==> config.mk <==
export PLATFORM = sky130hd
export DESIGN_NAME = ffs_fan_fault_supervisor
export DESIGN_NICKNAME = d
export VERILOG_FILES = /design/src/include/ffs_pkg.sv /design/src/logic/ffs_tach_meter.sv /design/src/logic/ffs_spinup.sv /design/src/logic/ffs_fan_fault_supervisor.sv
export SDC_FILE = /design/constraint.sdc
export NUM_CORES = 1
export LEC_CHECK = 0
export BUFFER_PORTS_ARGS = -buffer_cell sky130_fd_sc_hd__buf_2
export CAP_MARGIN = 10
export CORE_UTILIZATION = 35
export DETAILED_ROUTE_END_ITERATION = 8
export HOLD_SLACK_MARGIN = 0.08
export PLACE_DENSITY_LB_ADDON = 0.08
export SYNTH_ARGS = -nofsm -noshare
export SYNTH_HDL_FRONTEND = slang
export SYNTH_SLANG_ARGS = --single-unit
export TNS_END_PERCENT = 50
==> constraint.sdc <==
create_clock -name i_clk -period 3.2 [get_ports i_clk]
set_input_delay 0.64 -clock i_clk [delete_from_list [all_inputs] [get_ports i_clk]]
set_output_delay 0.64 -clock i_clk [all_outputs]
set_load 0.01 [all_outputs]
==> src/include/ffs_pkg.sv <==
// package of register map, field positions, timing counts and carriers for the fan supervisor
`default_nettype none
package ffs_pkg;
	// register offsets
	localparam logic [7:0] ADDR_PRIMARY_CONFIG = 8'h00;
	localparam logic [7:0] ADDR_SECONDARY_CONFIG = 8'h01;
	localparam logic [7:0] ADDR_INT_STATUS_ONE = 8'h02;
	localparam logic [7:0] ADDR_INT_STATUS_TWO = 8'h03;
	localparam logic [7:0] ADDR_FACTORY_TEST = 8'h07;
	localparam logic [7:0] ADDR_FAN_ONE_SPEED = 8'h08;
	localparam logic [7:0] ADDR_FAN_TWO_SPEED = 8'h09;
	localparam logic [7:0] ADDR_FAN_ONE_LIMIT = 8'h10;
	localparam logic [7:0] ADDR_FAN_TWO_LIMIT = 8'h11;
	localparam logic [7:0] ADDR_FAN_ONE_CHAR = 8'h20;
	localparam logic [7:0] ADDR_FAN_TWO_CHAR = 8'h21;
	localparam logic [7:0] ADDR_FAN_SPEED_SETTING = 8'h22;
	localparam logic [7:0] ADDR_FAN_FILTER_SETTING = 8'h23;
	localparam logic [7:0] ADDR_LOCAL_TEMP_MIN_RANGE = 8'h24;
	localparam logic [7:0] ADDR_REMOTE_ONE_TEMP_MIN_RANGE = 8'h25;
	localparam logic [7:0] ADDR_REMOTE_TWO_TEMP_MIN_RANGE = 8'h26;
	localparam logic [7:0] ADDR_DEVICE_IDENT = 8'h3d;
	localparam logic [7:0] ADDR_MAKER_IDENT = 8'h3e;
	localparam logic [7:0] ADDR_BEHAVIOR_REVISION = 8'h3f;

	// reset values
	localparam logic [7:0] RST_PRIMARY_CONFIG = 8'h90;
	localparam logic [7:0] RST_SECONDARY_CONFIG = 8'h7f;
	localparam logic [7:0] RST_STATUS = 8'h00;
	localparam logic [7:0] RST_FAN_CHAR = 8'h5d;
	localparam logic [7:0] RST_FAN_SPEED_SETTING = 8'h55;
	localparam logic [7:0] RST_FAN_FILTER_SETTING = 8'h50;
	localparam logic [7:0] RST_LOCAL_TEMP_MIN_RANGE = 8'h41;
	localparam logic [7:0] RST_REMOTE_TEMP_MIN_RANGE = 8'h61;
	localparam logic [7:0] RST_TACH_LIMIT = 8'hff;
	localparam logic [7:0] RST_FAN_SPEED = 8'h00;
	localparam logic [7:0] RST_BEHAVIOR = 8'h00;

	// identity values: arbitrary, not tied to any part
	localparam logic [7:0] DEVICE_IDENT_VALUE = 8'h5a;
	localparam logic [7:0] MAKER_IDENT_VALUE = 8'h3c;
	localparam logic [3:0] REVISION_VALUE = 4'h1;

	// field positions
	localparam int MONITOR_BIT = 0;
	localparam int ALERT_ENABLE_BIT = 1;
	localparam int FAULT_ENABLE_BIT = 4;
	localparam int TACH_ENABLE_BIT = 2;
	localparam int FAN_FAULT_STATUS_BIT = 1;
	localparam int THERM_TO_FAN_BIT = 7;
	localparam int RANGE_MSB = 7;
	localparam int RANGE_LSB = 6;

	// failure counting
	localparam int NUM_FANS = 2;
	localparam logic [2:0] FAULT_FAIL_COUNT = 3'h5;
	localparam logic [7:0] SPEED_MAX = 8'hff;

	// timing
	localparam int CLK_HZ = 10_000_000;
	localparam int TACH_OSC_HZ = 11_250;
	localparam int SPINUP_MS = 2000;
	localparam int OSC_DIV_CYCLES = CLK_HZ / TACH_OSC_HZ;
	localparam int SPINUP_CYCLES = (CLK_HZ / 1000) * SPINUP_MS;

	// register access request
	typedef struct packed {
		logic wr;
		logic rd;
		logic [7:0] addr;
		logic [7:0] wdata;
	} ffs_reg_req_s;

	typedef enum logic [1:0] {
		MEAS_IDLE,
		MEAS_ARM,
		MEAS_COUNT
	} ffs_meas_e;
endpackage
`default_nettype wire

==> src/logic/ffs_tach_meter.sv <==
// per-fan tach period meter with saturating 8-bit count
`default_nettype none
module ffs_tach_meter (
	// clock and reset
	input wire logic i_clk,
	input wire logic i_sys_rst,
	// control
	input wire logic i_enable,
	input wire logic [1:0] i_range,
	// sense pin
	input wire logic i_speed_sense_in,
	// result
	output logic o_done,
	output logic [7:0] o_count
);
	import ffs_pkg::*;

	logic sense_meta;
	logic sense_sync;
	logic sense_prev;
	logic rise;
	logic [12:0] presc;
	logic [12:0] presc_limit;
	logic tick;
	logic [1:0] edges;
	logic [7:0] cnt;
	ffs_meas_e state;

	// pin passes two flops; the edge detector compares the second one with a third, delayed copy
	always_ff @(posedge i_clk) begin
		if (i_sys_rst) begin
			sense_meta <= 1'b1;
			sense_sync <= 1'b1;
			sense_prev <= 1'b1;
		end else begin
			sense_meta <= i_speed_sense_in;
			sense_sync <= sense_meta;
			sense_prev <= sense_sync;
		end
	end
	assign rise = sense_sync & ~sense_prev;

	// range field divides the oscillator by 1, 2, 4 or 8
	assign presc_limit = 13'(OSC_DIV_CYCLES << i_range);
	assign tick = (presc >= presc_limit - 13'h1);

	always_ff @(posedge i_clk) begin
		if (i_sys_rst || !i_enable || tick) begin
			presc <= 13'h0;
		end else begin
			presc <= presc + 13'h1;
		end
	end

	// start counting at the second rising edge, stop at the fourth
	always_ff @(posedge i_clk) begin
		if (i_sys_rst) begin
			state <= MEAS_IDLE;
			edges <= 2'h0;
			cnt <= 8'h0;
			o_done <= 1'b0;
			o_count <= 8'h0;
		end else begin
			o_done <= 1'b0;
			unique case (state)
				MEAS_IDLE: begin
					edges <= 2'h0;
					cnt <= 8'h0;
					if (i_enable) begin
						state <= MEAS_ARM;
					end
				end
				MEAS_ARM: begin
					if (!i_enable) begin
						state <= MEAS_IDLE;
					end else if (rise && edges == 2'h1) begin
						state <= MEAS_COUNT;
						edges <= 2'h0;
						cnt <= 8'h0;
					end else if (rise) begin
						edges <= edges + 2'h1;
					end else if (tick && cnt == SPEED_MAX) begin
						// fewer than two tach edges: stalled fan reads full scale
						o_done <= 1'b1;
						o_count <= SPEED_MAX;
						state <= MEAS_IDLE;
					end else if (tick) begin
						cnt <= cnt + 8'h1;
					end
				end
				MEAS_COUNT: begin
					if (!i_enable) begin
						state <= MEAS_IDLE;
					end else if (rise && edges == 2'h1) begin
						o_done <= 1'b1;
						o_count <= cnt;
						state <= MEAS_IDLE;
					end else if (tick && cnt == SPEED_MAX) begin
						o_done <= 1'b1;
						o_count <= SPEED_MAX;
						state <= MEAS_IDLE;
					end else begin
						if (rise) begin
							edges <= edges + 2'h1;
						end
						if (tick) begin
							cnt <= cnt + 8'h1;
						end
					end
				end
			endcase
		end
	end
endmodule
`default_nettype wire

==> src/logic/ffs_spinup.sv <==
// spin-up interval timer, restarted by each trigger
`default_nettype none
module ffs_spinup #(
	parameter int SPINUP_CYCLES = 20_000_000
) (
	// clock and reset
	input wire logic i_clk,
	input wire logic i_sys_rst,
	// control
	input wire logic i_start,
	// status
	output logic o_busy
);
	import ffs_pkg::*;

	logic [31:0] remain;

	// a new failure during a spin-up restarts the full interval
	always_ff @(posedge i_clk) begin
		if (i_sys_rst) begin
			remain <= 32'h0;
		end else if (i_start) begin
			remain <= 32'(SPINUP_CYCLES);
		end else if (remain != 32'h0) begin
			remain <= remain - 32'h1;
		end
	end
	assign o_busy = (remain != 32'h0);
endmodule
`default_nettype wire

==> src/logic/ffs_fan_fault_supervisor.sv <==
// fan failure supervisor: register map, tach limit checks, alert, spin-up and fault pin
`default_nettype none
module ffs_fan_fault_supervisor #(
	parameter int SPINUP_CYCLES = ffs_pkg::SPINUP_CYCLES
) (
	// clock and reset
	input wire logic i_clk,
	input wire logic i_sys_rst,
	// register port
	input wire ffs_pkg::ffs_reg_req_s i_reg,
	output logic [7:0] o_rd_data,
	output logic o_rd_valid,
	// fan sense and drive
	input wire logic [1:0] i_speed_sense_in,
	input wire logic [1:0] i_fan_drive_normal,
	output logic [1:0] o_fan_drive,
	// open-drain fault pin
	output logic o_fan_fault_n_out,
	output logic o_fan_fault_n_oe,
	// open-drain alert pin
	output logic o_alert_n_out,
	output logic o_alert_n_oe,
	// configuration seen by the rest of the device
	output logic o_therm_to_fan_en
);
	import ffs_pkg::*;

	logic [7:0] primary_config;
	logic [7:0] secondary_config;
	logic [7:0] interrupt_status_one;
	logic [7:0] interrupt_status_two;
	logic [7:0] fan_characteristics [NUM_FANS];
	logic [7:0] fan_speed_setting;
	logic [7:0] fan_filter_setting;
	logic [7:0] local_temp_min_range;
	logic [7:0] remote_one_temp_min_range;
	logic [7:0] remote_two_temp_min_range;
	logic [7:0] tach_limit [NUM_FANS];
	logic [7:0] fan_speed [NUM_FANS];
	logic therm_to_fan;
	logic [2:0] fail_count [NUM_FANS];
	logic [NUM_FANS-1:0] meas_done;
	logic [7:0] meas_count [NUM_FANS];
	logic [NUM_FANS-1:0] fail_evt;
	logic [NUM_FANS-1:0] spin_busy;
	logic [NUM_FANS-1:0] fan_failed;
	logic wr_one;
	logic wr_two;
	logic rd_one;
	logic rd_two;
	logic [7:0] next_rd_data;

	function automatic logic hit(input ffs_reg_req_s req, input logic [7:0] addr);
		hit = req.addr == addr;
	endfunction

	assign wr_one = i_reg.wr && hit(i_reg, ADDR_INT_STATUS_ONE);
	assign wr_two = i_reg.wr && hit(i_reg, ADDR_INT_STATUS_TWO);
	assign rd_one = i_reg.rd && hit(i_reg, ADDR_INT_STATUS_ONE);
	assign rd_two = i_reg.rd && hit(i_reg, ADDR_INT_STATUS_TWO);

	// configuration registers
	always_ff @(posedge i_clk) begin
		if (i_sys_rst) begin
			primary_config <= RST_PRIMARY_CONFIG;
			secondary_config <= RST_SECONDARY_CONFIG;
			fan_speed_setting <= RST_FAN_SPEED_SETTING;
			fan_filter_setting <= RST_FAN_FILTER_SETTING;
			local_temp_min_range <= RST_LOCAL_TEMP_MIN_RANGE;
			remote_one_temp_min_range <= RST_REMOTE_TEMP_MIN_RANGE;
			remote_two_temp_min_range <= RST_REMOTE_TEMP_MIN_RANGE;
			therm_to_fan <= RST_BEHAVIOR[THERM_TO_FAN_BIT];
		end else if (i_reg.wr) begin
			unique case (i_reg.addr)
				ADDR_PRIMARY_CONFIG: primary_config <= i_reg.wdata;
				ADDR_SECONDARY_CONFIG: secondary_config <= i_reg.wdata;
				ADDR_FAN_SPEED_SETTING: fan_speed_setting <= i_reg.wdata;
				ADDR_FAN_FILTER_SETTING: fan_filter_setting <= i_reg.wdata;
				ADDR_LOCAL_TEMP_MIN_RANGE: local_temp_min_range <= i_reg.wdata;
				ADDR_REMOTE_ONE_TEMP_MIN_RANGE: remote_one_temp_min_range <= i_reg.wdata;
				ADDR_REMOTE_TWO_TEMP_MIN_RANGE: remote_two_temp_min_range <= i_reg.wdata;
				ADDR_BEHAVIOR_REVISION: therm_to_fan <= i_reg.wdata[THERM_TO_FAN_BIT];
				default: begin
				end
			endcase
		end
	end
	assign o_therm_to_fan_en = therm_to_fan;

	// per-fan channel: meter, limit check, failure count, spin-up
	genvar f;
	generate
		for (f = 0; f < NUM_FANS; f++) begin : g_fan
			ffs_tach_meter u_meter (
				.i_clk(i_clk),
				.i_sys_rst(i_sys_rst),
				.i_enable(primary_config[MONITOR_BIT] & secondary_config[TACH_ENABLE_BIT + f]),
				.i_range(fan_characteristics[f][RANGE_MSB:RANGE_LSB]),
				.i_speed_sense_in(i_speed_sense_in[f]),
				.o_done(meas_done[f]),
				.o_count(meas_count[f])
			);

			// the same stretch for both fans, counted on the device clock
			ffs_spinup #(
				.SPINUP_CYCLES(SPINUP_CYCLES)
			) u_spin (
				.i_clk(i_clk),
				.i_sys_rst(i_sys_rst),
				.i_start(fail_evt[f]),
				.o_busy(spin_busy[f])
			);

			// strictly greater; a limit of 0xfe catches only a full-scale reading, from a stalled fan or a saturated count
			assign fail_evt[f] = meas_done[f] && (meas_count[f] > tach_limit[f]);

			always_ff @(posedge i_clk) begin
				if (i_sys_rst) begin
					tach_limit[f] <= RST_TACH_LIMIT;
					fan_characteristics[f] <= RST_FAN_CHAR;
				end else if (i_reg.wr) begin
					if (hit(i_reg, ADDR_FAN_ONE_LIMIT + 8'(f))) begin
						tach_limit[f] <= i_reg.wdata;
					end
					if (hit(i_reg, ADDR_FAN_ONE_CHAR + 8'(f))) begin
						fan_characteristics[f] <= i_reg.wdata;
					end
				end
			end

			// a fresh measurement overrides a software write in the same cycle
			always_ff @(posedge i_clk) begin
				if (i_sys_rst) begin
					fan_speed[f] <= RST_FAN_SPEED;
				end else if (meas_done[f]) begin
					fan_speed[f] <= meas_count[f];
				end else if (i_reg.wr && hit(i_reg, ADDR_FAN_ONE_SPEED + 8'(f))) begin
					fan_speed[f] <= i_reg.wdata;
				end
			end

			// count saturates at five so the fault holds until a passing reading
			always_ff @(posedge i_clk) begin
				if (i_sys_rst) begin
					fail_count[f] <= 3'h0;
				end else if (fail_evt[f] && fail_count[f] != FAULT_FAIL_COUNT) begin
					fail_count[f] <= fail_count[f] + 3'h1;
				end else if (meas_done[f] && !fail_evt[f]) begin
					fail_count[f] <= 3'h0;
				end
			end

			assign fan_failed[f] = (fail_count[f] == FAULT_FAIL_COUNT);

			// forced high during spin-up, including after the fault is raised
			assign o_fan_drive[f] = spin_busy[f] | i_fan_drive_normal[f];
		end
	endgenerate

	// sticky fan fault flags; a failure landing on the clearing read wins
	always_ff @(posedge i_clk) begin
		if (i_sys_rst) begin
			interrupt_status_one <= RST_STATUS;
		end else if (fail_evt[0]) begin
			interrupt_status_one[FAN_FAULT_STATUS_BIT] <= 1'b1;
		end else if (rd_one) begin
			interrupt_status_one <= RST_STATUS;
		end
	end

	always_ff @(posedge i_clk) begin
		if (i_sys_rst) begin
			interrupt_status_two <= RST_STATUS;
		end else if (fail_evt[1]) begin
			interrupt_status_two[FAN_FAULT_STATUS_BIT] <= 1'b1;
		end else if (rd_two) begin
			interrupt_status_two <= RST_STATUS;
		end
	end

	// alert: low while any flag is pending and the alert is enabled
	assign o_alert_n_out = 1'b0;
	assign o_alert_n_oe = primary_config[ALERT_ENABLE_BIT]
		& ((interrupt_status_one | interrupt_status_two) != 8'h00);

	// fault pin only ever pulls low; released otherwise
	assign o_fan_fault_n_out = 1'b0;
	assign o_fan_fault_n_oe = primary_config[FAULT_ENABLE_BIT] & (|fan_failed);

	// read mux; the factory test location and unmapped offsets read zero
	always_comb begin
		next_rd_data = 8'h00;
		unique case (i_reg.addr)
			ADDR_PRIMARY_CONFIG: next_rd_data = primary_config;
			ADDR_SECONDARY_CONFIG: next_rd_data = secondary_config;
			ADDR_INT_STATUS_ONE: next_rd_data = interrupt_status_one;
			ADDR_INT_STATUS_TWO: next_rd_data = interrupt_status_two;
			ADDR_FACTORY_TEST: next_rd_data = 8'h00;
			ADDR_FAN_ONE_SPEED: next_rd_data = fan_speed[0];
			ADDR_FAN_TWO_SPEED: next_rd_data = fan_speed[1];
			ADDR_FAN_ONE_LIMIT: next_rd_data = tach_limit[0];
			ADDR_FAN_TWO_LIMIT: next_rd_data = tach_limit[1];
			ADDR_FAN_ONE_CHAR: next_rd_data = fan_characteristics[0];
			ADDR_FAN_TWO_CHAR: next_rd_data = fan_characteristics[1];
			ADDR_FAN_SPEED_SETTING: next_rd_data = fan_speed_setting;
			ADDR_FAN_FILTER_SETTING: next_rd_data = fan_filter_setting;
			ADDR_LOCAL_TEMP_MIN_RANGE: next_rd_data = local_temp_min_range;
			ADDR_REMOTE_ONE_TEMP_MIN_RANGE: next_rd_data = remote_one_temp_min_range;
			ADDR_REMOTE_TWO_TEMP_MIN_RANGE: next_rd_data = remote_two_temp_min_range;
			ADDR_DEVICE_IDENT: next_rd_data = DEVICE_IDENT_VALUE;
			ADDR_MAKER_IDENT: next_rd_data = MAKER_IDENT_VALUE;
			ADDR_BEHAVIOR_REVISION: next_rd_data = {therm_to_fan, 3'h0, REVISION_VALUE};
			default: next_rd_data = 8'h00;
		endcase
	end

	// status writes are ignored: the flags only clear on a read
	always_ff @(posedge i_clk) begin
		if (i_sys_rst) begin
			o_rd_data <= 8'h00;
			o_rd_valid <= 1'b0;
		end else begin
			o_rd_valid <= i_reg.rd;
			if (i_reg.rd) begin
				o_rd_data <= next_rd_data;
			end
		end
	end

	// write strobes to read-only status are decoded only to be dropped
	logic unused_ok;
	assign unused_ok = wr_one | wr_two;
endmodule
`default_nettype wire

==> results_dict.tcl, run 1 <==
set metrics [dict create \
    status "finished, final reports clean" \
    worst_pin_slew_ns 0.755 \
    gp_congestion 0.903 \
    fin_total_pwr_uw 10900 \
    post_cts.repair.setup_buffers 0 \
    path_class "reg2out" \
    drt_iter0_markers 752 \
    areaGrowthSynthToFinish_pct 13.9 \
    rr_startpoint "fan_characteristics[0][6]$_SDFFCE_PN1P_" \
    cts_buffers 31 \
    worst_ep_arrival_time_ns 2.43 \
    synth_top_cell_area_share 0.307 \
    worstPathCellList "or4_4 -> nor4_4 -> buf_4 -> nand4bb_1 -> or2_2 -> buf_2" \
    antenna_found_initial 2 \
    cts_max_level 1 \
    portBuffers 37 \
    fin_skew_ns 0.00838 \
    synth_most_common_cell "nor2_1" \
    nets 1640 \
    ys.flop_type "dfxtp_1" \
    cts_buffer_depth 3 \
    synth_seq_cells 260 \
    tritoncts "built" \
    dieArea_um2 39200 \
    yosysWarnings 0 \
    fmax_mhz 325 \
    initial_core_util 0.356 \
    num_vias 11006 \
    r2r_setup_slack_ns 0.41 \
    worstRegToRegCells 10 \
    avgRoutedWirePerCell_um 18.2 \
    drcViolationCount 0 \
    setup_violations 0 \
    hpwl_mm 27.4 \
    fp.dieW_um 198 \
    groute.usage.overall 0.198 \
    worstHoldStart "i_speed_sense_in[0]" \
    cts-root-buf "clkbuf_16" \
    whs_path_depth 2 \
    core-area_um2 37800 \
    grt_pass1_wl_mm 60.4 \
    avgSynthCellArea_um2 8.87 \
    clkLatencyLatePin_ns 0.57 \
    numClockSinks 260 \
    holdBufCountCts 0 \
    die_y_um 198 \
    hold_viol_final 0 \
    peakVddDrop_uv 587 \
    setup_tns_ns 0 \
    synth_cell_types 79 \
    grt_max_degree 54 \
    fin_crit_ns 3.07 \
    path_clk_slew_ns 0.06 \
    drv_cap 0 \
    r2r_end "g_fan[0].u_meter.cnt[4]$_SDFFE_PP0P_" \
    cp_max_fo 10 \
    async_flop_share 0 \
    ys_top_cells_by_count "nor2_1, dfxtp_1, nand2_1, a21oi_1, ha_1" \
    antenna_left 0 \
    report.final.slew_viol_count 0 \
    required_ns 2.56 \
    cpMaxStageDelayCell "or4_4" \
    cp-end-kind "output port" \
    grt_overflow 0 \
    syn_area_um2 13400 \
    firstDrtPassIters 7 \
    synth_area_leaders "dfxtp_1, edfxtp_1, nor2_1" \
    ios 40 \
    worst_path_largest_cell_delay_ns 0.57 \
    crit_path_start "g_fan[0].u_spin.remain[12]$_SDFFE_PP0P_" \
    whs_endpoint "g_fan[0].u_meter.sense_meta$_SDFF_PP1_" \
    hold_ws_ns 0.256 \
    relSlewSlack 0.493 \
    drt_wl_total_mm 38.0 \
    drt-vias-per-instance 5.28 \
    num_rows 71 \
    finalCritPeriodShare 0.960 \
    yosysTopAreaCell "dfxtp_1" \
    cp-start-kind "flip-flop" \
    hp-class "in2reg" \
    grt_pass1_vias 10470 \
    pwr_density_cell_nw_per_um2 713 \
    synth_edf_count 54 \
    leakage_uw 0.00581 \
    syn_inst 1517 \
    ys_seq_area_frac 0.427 \
    drive_above_1_share 0.118 \
    rsz0062_at_grt "false" \
]
==> power by group <==
part | switching, uW | leakage (uW) | total [uW] | internal (uW)
Sequential | 360 | 0.00220 | 4110 | 3750
Combinational | 1940 | 0.00312 | 3340 | 1400
Clock | 1380 | 0.000494 | 3480 | 2090
Total | 3690 | 0.00581 | 10900 | 7240
==> state kept, by name, summed over array words and instances (netlist names), 6 cells and up <==
name                       flops
fail_count                     6
fan_characteristics           16
fan_filter_setting             8
fan_speed                     16
fan_speed_setting              8
g_fan.u_meter.cnt             16
g_fan.u_meter.o_count         16
g_fan.u_meter.presc           26
g_fan.u_spin.remain           64
local_temp_min_range           8
o_rd_data                      8
primary_config                 8
remote_one_temp_min_range      8
remote_two_temp_min_range      8
secondary_config               8
tach_limit                    16
==> metrics by stage <==
step / util / cells / instance area (um^2) / setup slack [ns]
after floorplan: - / 1518 / 13500 / 0.554
after global placement: 0.379 / 2027 / 14300 / 0.440
after detailed placement: 0.379 / 2027 / 14300 / 0.407
after CTS: 0.406 / 2083 / 15300 / 0.0490
after global routing: 0.406 / 2084 / 15300 / 0.00535
final: 0.406 / 2084 / 15300 / 0.128
==> cell usage in the layout (no fill, tap or decap), drive strengths merged, types with 42 or more instances in the layout <==
cell	instances
a21oi	89
buf	78
clkbuf	48
dfxtp	206
edfxtp	54
ha	67
inv	66
nand2	94
nand3	63
nor2	238
o21ai	42
xor2	48
==> worst max-delay path by stage <==
| stage | endpoint | slack (ns) |
|---|---|---|
| global route | o_fan_drive[0] | 0.005 |
| CTS | o_fan_drive[1] | 0.05 |
| floorplan | g_fan[0].u_meter.cnt[3]$_SDFFE_PP0P_ | 0.55 |
| global placement | local_temp_min_range[0]$_SDFFE_PP1P_ | 0.44 |
| finish | o_fan_drive[0] | 0.13 |
| detailed placement | g_fan[0].u_meter.o_count[1]$_SDFFE_PP0P_ | 0.41 |
==> cell type report <==
class	count	area, um^2
fillers	3833	22400
multi-input cells	1109	7150
flip-flops and latches	260	5750
clock buffers	48	910
well taps	511	639
repair buffers	78	520
inverters	69	259
clock inverters	8	88.8
diodes	1	2.50
==> cell families (layout without fill, tap and decap cells) <==
| logic type | count (synthesis) | in the layout | share of synthesized area |
|---|---|---|---|
| other cells | 1 | 3 | 0.000279 |
| simple gates | 618 | 618 | 0.230 |
| fa+ha+maj | 67 | 67 | 0.0623 |
| compound gates | 291 | 291 | 0.146 |
| flops | 260 | 260 | 0.427 |
| xor+xnor | 84 | 84 | 0.0547 |
| buf+inv | 149 | 203 | 0.0431 |
| mux | 47 | 47 | 0.0366 |
==> metal layers <==
metal,track usage,routed length [um]
met3,0.0312,1820
met2,0.297,16300
met4,0.0497,882
met1,0.292,19000
met5,0.00766,35
==> timing repair <==
| action | CTS | global route |
|---|---|---|
| pin swaps | 0 | 2 |
| setup endpoints to repair | 1 | 1 |
| cloned | 0 | 0 |
| gates resized for setup | 3 | 0 |
==> worst max-delay path, delay by kind of cell (launching register included) <==
| family | cells | cell delay [ns] |
|---|---|---|
| and+or+nand+nor | 4 | 1.18 |
| DFF | 1 | 0.35 |
| buffers and inverters | 2 | 0.34 |
Power figures use the tool's default switching activity.
==> inputs of run 2 (changes only) <==
- ABC_AREA: not set -> 1
==> results_dict.tcl, run 2 <==
set metrics [dict create \
    status "finished, final reports clean" \
    leakage_uw 0.00684 \
    cp-start-kind "flip-flop" \
    ys_seq_area_frac 0.411 \
    cts_buffer_depth 3 \
    fin_crit_ns 2.86 \
    drt_iter0_markers 793 \
    setup_violations 0 \
    fp.dieW_um 202 \
    cts-root-buf "clkbuf_16" \
    grt-busiest-layer "met2" \
    clkLatencyLatePin_ns 0.58 \
    numClockSinks 260 \
    cts_max_level 1 \
    p_comb_frac 0.345 \
    post_cts.repair.setup_buffers 0 \
    yosysTopAreaCell "dfxtp_1" \
    drv_cap 0 \
    p_clk_frac 0.303 \
    met2_usage 0.325 \
    syn_area_um2 14000 \
    top_regs "g_fan.u_spin.remain (64), g_fan.u_meter.presc (26)" \
    synth_top_cell_area_share 0.295 \
    worst_ep_arrival_time_ns 2.22 \
    num_vias 11938 \
    use_met3 0.0268 \
    multi_input_area_um2 7180 \
    drt-vias-per-instance 4.83 \
    syn_inst 1883 \
    tritoncts "built" \
    p_seq_frac 0.352 \
    hold_viol_final 0 \
    fillers 4024 \
    post_cts_resized 0 \
    seqCellArea_um2 5750 \
    yosysWarnings 0 \
    antenna_found_initial 1 \
    hpwl_mm 29.2 \
    synth_most_common_cell "nand2_1" \
    drt_wl_total_mm 39.4 \
    fin_skew_ns 0.0121 \
    r2r_setup_slack_ns 0.62 \
    ys.flop_type "dfxtp_1" \
    nets 2018 \
    cts_buffers 31 \
    rr_startpoint "fan_characteristics[1][7]$_SDFFCE_PN0P_" \
    grt_pass1_wl_mm 63.0 \
    die_y_um 202 \
    power.internal_uw 7120 \
    drcViolationCount 0 \
    cp-end-kind "output port" \
    fmax_mhz 350 \
    setup_tns_ns 0 \
    initial_core_util 0.359 \
    ys_top_cells_by_count "nand2_1, nor2_1, dfxtp_1, inv_1, a21oi_1" \
    peakVddDrop_uv 330 \
    drive_above_1_share 0.114 \
    worstHoldStart "i_speed_sense_in[1]" \
    synth_area_leaders "dfxtp_1, edfxtp_1, nand2_1" \
    worstRegToRegCells 11 \
    relSlewSlack 0.271 \
    rsz0062_at_grt "false" \
    grt_pass1_vias 11510 \
    post-route-util 0.403 \
    use_met1 0.264 \
    grt_max_degree 39 \
    n_antenna_cell 0 \
    portBuffers 37 \
    core-area_um2 39000 \
    holdBufCountCts 0 \
    r2r_end "g_fan[1].u_meter.presc[9]$_SDFF_PP0_" \
    worst_slack_ns 0.343 \
    groute.usage.overall 0.195 \
    gp_congestion 0.924 \
    synth_cell_types 51 \
    whs_endpoint "g_fan[1].u_meter.sense_meta$_SDFF_PP1_" \
    grt_overflow 0 \
    whs_path_depth 2 \
    largest_reg_flops 64 \
    synth_seq_cells 260 \
    final_common_cell "nand2_1" \
    areaGrowthSynthToFinish_pct 12.3 \
    path_clk_slew_ns 0.06 \
    synth_edf_count 54 \
    ios 40 \
    num_rows 72 \
    dieArea_um2 40800 \
    required_ns 2.56 \
    cp_max_fo 6 \
    p_sw_frac 0.377 \
    hp-class "in2reg" \
    power.switching_uw 4310 \
    avgRoutedWirePerCell_um 15.9 \
    fin_total_pwr_uw 11400 \
    path_class "reg2out" \
    antenna_left 0 \
    dp_slack_ns 0.488 \
    final_cell_mix "nand2_1, nor2_1, dfxtp_1" \
    worst_pin_slew_ns 1.08 \
    pwr_density_cell_nw_per_um2 728 \
    firstDrtPassIters 5 \
    avgSynthCellArea_um2 7.43 \
    top_register "g_fan.u_spin.remain" \
    finalCritPeriodShare 0.893 \
    async_flop_share 0 \
    report.final.slew_viol_count 0 \
]
run 2: layout make-up:
cell class                 count  share of cell area
tap                          518              0.0413
sequential                   260               0.366
timing repair buffer          58              0.0226
clock buffer                  42              0.0520
clock inverter                16              0.0105
multi-input combinational   1365               0.457
inverter                     211              0.0506
run 2: how the worst max path moves through the flow:
stage / startpoint / endpoint / cells past startpoint
4_1_cts: g_fan[1].u_spin.remain[0]$_SDFFE_PP0P_ / o_fan_drive[1] / 7
3_3_place_gp: i_reg[15] / fan_characteristics[0][7]$_SDFFCE_PN0P_ / 6
2_1_floorplan: i_reg[15] / fan_characteristics[0][0]$_SDFFCE_PN1P_ / 5
6_report: g_fan[1].u_spin.remain[0]$_SDFFE_PP0P_ / o_fan_drive[1] / 7
3_5_place_dp: i_reg[15] / fan_characteristics[0][7]$_SDFFCE_PN0P_ / 6
5_1_grt: g_fan[1].u_spin.remain[0]$_SDFFE_PP0P_ / o_fan_drive[1] / 7
run 2: layer usage:
| layer | wire length [um] | share of wire | up-vias |
|---|---|---|---|
| met3 | 1560 | 0.040 | 53 |
| met2 | 18100 | 0.46 | 213 |
| met5 | 17 | 0.00043 | - |
| met1 | 18800 | 0.48 | 5452 |
| met4 | 876 | 0.022 | 2 |
| li1 | - | - | 6218 |
run 2: critical path: stages, from the launching register on:
cell and delay (ns):
dfxtp_1 0.31, inv_1 0.09, ha_1 0.25, nand2_2 0.17, nor3_2 0.23, nand2_1 0.13
or3_1 0.32, buf_2 0.14
run 2: stage by stage:
stage          std cells  instance area (um^2)  hold slack [ns]
2_1_floorplan       1884                 14000            0.389
3_3_place_gp        2412                 14700            0.393
3_5_place_dp        2412                 14700            0.395
4_1_cts             2470                 15700            0.228
5_1_grt             2470                 15700            0.231
6_report            2470                 15700            0.249
run 2: power by group through the flow:
stage | combinational (uW) | clock, uW | sequential, uW
6_report | 3950 | 3460 | 4030
5_1_grt | 4490 | 3720 | 4080
4_1_cts | 3970 | 3570 | 4030
3_5_place_dp | 3950 | 0 | 4100
3_3_place_gp | 3950 | 0 | 4100
2_1_floorplan | 3150 | 0 | 4000
run 2: cell families (layout without fill, tap and decap cells):
kind of cell / after synthesis / in the layout / synth area share
adders and majority gates: 67 / 67 / 0.0599
xor gates and xnor gates: 62 / 62 / 0.0388
DFF: 260 / 260 / 0.411
AOI/OAI and AO/OA: 270 / 270 / 0.106
other: 1 / 2 / 0.000268
and+or+nand+nor: 964 / 964 / 0.308
buffers and inverters: 259 / 327 / 0.0764
==> inputs of run 3 (changes only) <==
- RECOVER_POWER: not set -> 50
- REMOVE_ABC_BUFFERS: not set -> 1
==> results_dict.tcl, run 3 (same netlist as run 2, synthesis figures left out) <==
set metrics [dict create \
    status "complete, but fails checks" \
    violations "max-capacitance violations, max-slew violations" \
    worst_pin_slew_ns 1.88 \
    drt_wl_total_mm 40.2 \
    r2r_end "g_fan[1].u_meter.presc[2]$_SDFF_PP0_" \
    grt_pass1_wl_mm 62.9 \
    final_cell_mix "nand2_1, nor2_1, dfxtp_1" \
    fp.dieW_um 202 \
    cts-root-buf "clkbuf_16" \
    worstPathCellList "inv_1 -> ha_1 -> inv_1 -> ha_1 -> nand2_1 -> inv_1 -> o21ai_0 -> nand3_1 -> nor2_1 -> nand3_1 -> nor3_1" \
    cp_max_fo 13 \
    worst_ep_arrival_time_ns 3.35 \
    drive_above_1_share 0.0826 \
    setup_tns_ns 0 \
    grt_pass1_vias 11364 \
    whs_path_depth 2 \
    numClockSinks 260 \
    cts_buffer_depth 3 \
    report.final.slew_viol_count 35 \
    cts_max_level 2 \
    final_common_cell "nand2_1" \
    tritoncts "built" \
    peakVddDrop_uv 360 \
    fin_skew_ns 0.0152 \
    num_vias 11972 \
    leakage_uw 0.00678 \
    clkLatencyLatePin_ns 0.52 \
    top_regs "g_fan.u_spin.remain (64), g_fan.u_meter.presc (26)" \
    cp-start-kind "flip-flop" \
    nets 2017 \
    num_rows 72 \
    path_clk_slew_ns 0.06 \
    holdBufCountCts 0 \
    rsz0062_at_grt "false" \
    fillers 4155 \
    whs_endpoint "g_fan[1].u_meter.sense_meta$_SDFF_PP1_" \
    dieArea_um2 40800 \
    cp-end-kind "flip-flop" \
    initial_core_util 0.359 \
    r2r_setup_slack_ns 0.26 \
    cpMostUsedCell "inv_1" \
    post_cts.repair.setup_buffers 0 \
    required_ns 3.61 \
    post_cts_resized 0 \
    areaGrowthSynthToFinish_pct 11.5 \
    drcViolationCount 0 \
    post-route-util 0.400 \
    groute.usage.overall 0.196 \
    largest_reg_flops 64 \
    cpMaxStageDelayCell "nand3_1" \
    hp-class "in2reg" \
    seqCellArea_um2 5750 \
    rr_startpoint "fan_characteristics[1][7]$_SDFFCE_PN0P_" \
    multi_input_area_um2 7040 \
    avgRoutedWirePerCell_um 16.3 \
    relSlewSlack -0.255 \
    dp_slack_ns 0.324 \
    drt_iter0_markers 782 \
    gp_congestion 0.885 \
    worstRegToRegCells 11 \
    hpwl_mm 29.7 \
    antenna_left 0 \
    die_y_um 202 \
    portBuffers 37 \
    grt_max_degree 37 \
    path_buf_inv 3 \
    antenna_found_initial 1 \
    worst_path_largest_cell_delay_ns 0.55 \
    n_antenna_cell 0 \
    firstDrtPassIters 5 \
    core-area_um2 39000 \
    path_class "reg2reg" \
    finalCritPeriodShare 0.917 \
    top_register "g_fan.u_spin.remain" \
    grt_overflow 0 \
    cts_buffers 34 \
    worstHoldStart "i_speed_sense_in[1]" \
    drt-vias-per-instance 4.85 \
    setup_violations 0 \
    drv_cap 1 \
    hold_viol_final 0 \
    worst_slack_ns 0.265 \
    fin_crit_ns 2.94 \
    ios 40 \
    fmax_mhz 341 \
    cpLargestDelayFamily "simple AND/OR/NAND/NOR gates" \
    pwr_density_cell_nw_per_um2 752 \
]
-- run 3: cell types whose count changed in the layout (fill, tap and decap cells not counted), moves of 6 or more --
cell	change
buf_2	-15
buf_4	-15
clkbuf_1	+20
clkbuf_8	+8
clkinv_1	+7
inv_1	+6
inv_2	-12
nor2_1	+14
nor2_4	-9
-- run 3: per-layer routing --
metal / global-route usage / wire (um)
met5: 0 / 14
met4: 0.0609 / 1070
met3: 0.0331 / 1880
met2: 0.310 / 17600
met1: 0.271 / 19700
-- run 3: layout make-up --
class / count / area share
Timing Repair Buffer: 54 / 0.0170
Sequential cell: 260 / 0.368
Tap cell: 518 / 0.0415
Clock buffer: 48 / 0.0644
Clock inverter: 12 / 0.00705
Multi-Input combinational cell: 1365 / 0.451
Inverter: 211 / 0.0509
-- run 3: power breakdown --
group / leakage (uW) / internal (uW) / switching, uW
Combinational: 0.00401 / 1390 / 2490
Clock: 0.000556 / 2340 / 1480
Sequential: 0.00221 / 3700 / 341
Total: 0.00678 / 7430 / 4310
-- run 3: how the worst max path moves through the flow --
| stage | cells past startpoint | slack [ns] | endpoint | from |
|---|---|---|---|---|
| after CTS | 11 | 0.32 | g_fan[1].u_meter.presc[2]$_SDFF_PP0_ | fan_characteristics[1][7]$_SDFFCE_PN0P_ |
| after global placement | 11 | 0.41 | g_fan[1].u_meter.presc[9]$_SDFF_PP0_ | fan_characteristics[1][7]$_SDFFCE_PN0P_ |
| after detailed placement | 11 | 0.32 | g_fan[1].u_meter.presc[2]$_SDFF_PP0_ | fan_characteristics[1][7]$_SDFFCE_PN0P_ |
| after floorplan | 5 | 0.54 | fan_characteristics[1][0]$_SDFFCE_PN1P_ | i_reg[12] |
| after global routing | 10 | 0.05 | g_fan[1].u_meter.presc[2]$_SDFF_PP0_ | fan_characteristics[1][7]$_SDFFCE_PN0P_ |
| final | 11 | 0.26 | g_fan[1].u_meter.presc[2]$_SDFF_PP0_ | fan_characteristics[1][7]$_SDFFCE_PN0P_ |
-- run 3: metrics by stage --
stage	std cells	power [uW]	instance area, um^2	hold WS, ns
floorplan	1836	7090	13700	0.389
global placement	2408	8010	14700	0.400
detailed placement	2408	8020	14700	0.400
CTS	2468	11900	15800	0.290
global route	2468	12600	15600	0.299
finish	2468	11700	15600	0.311
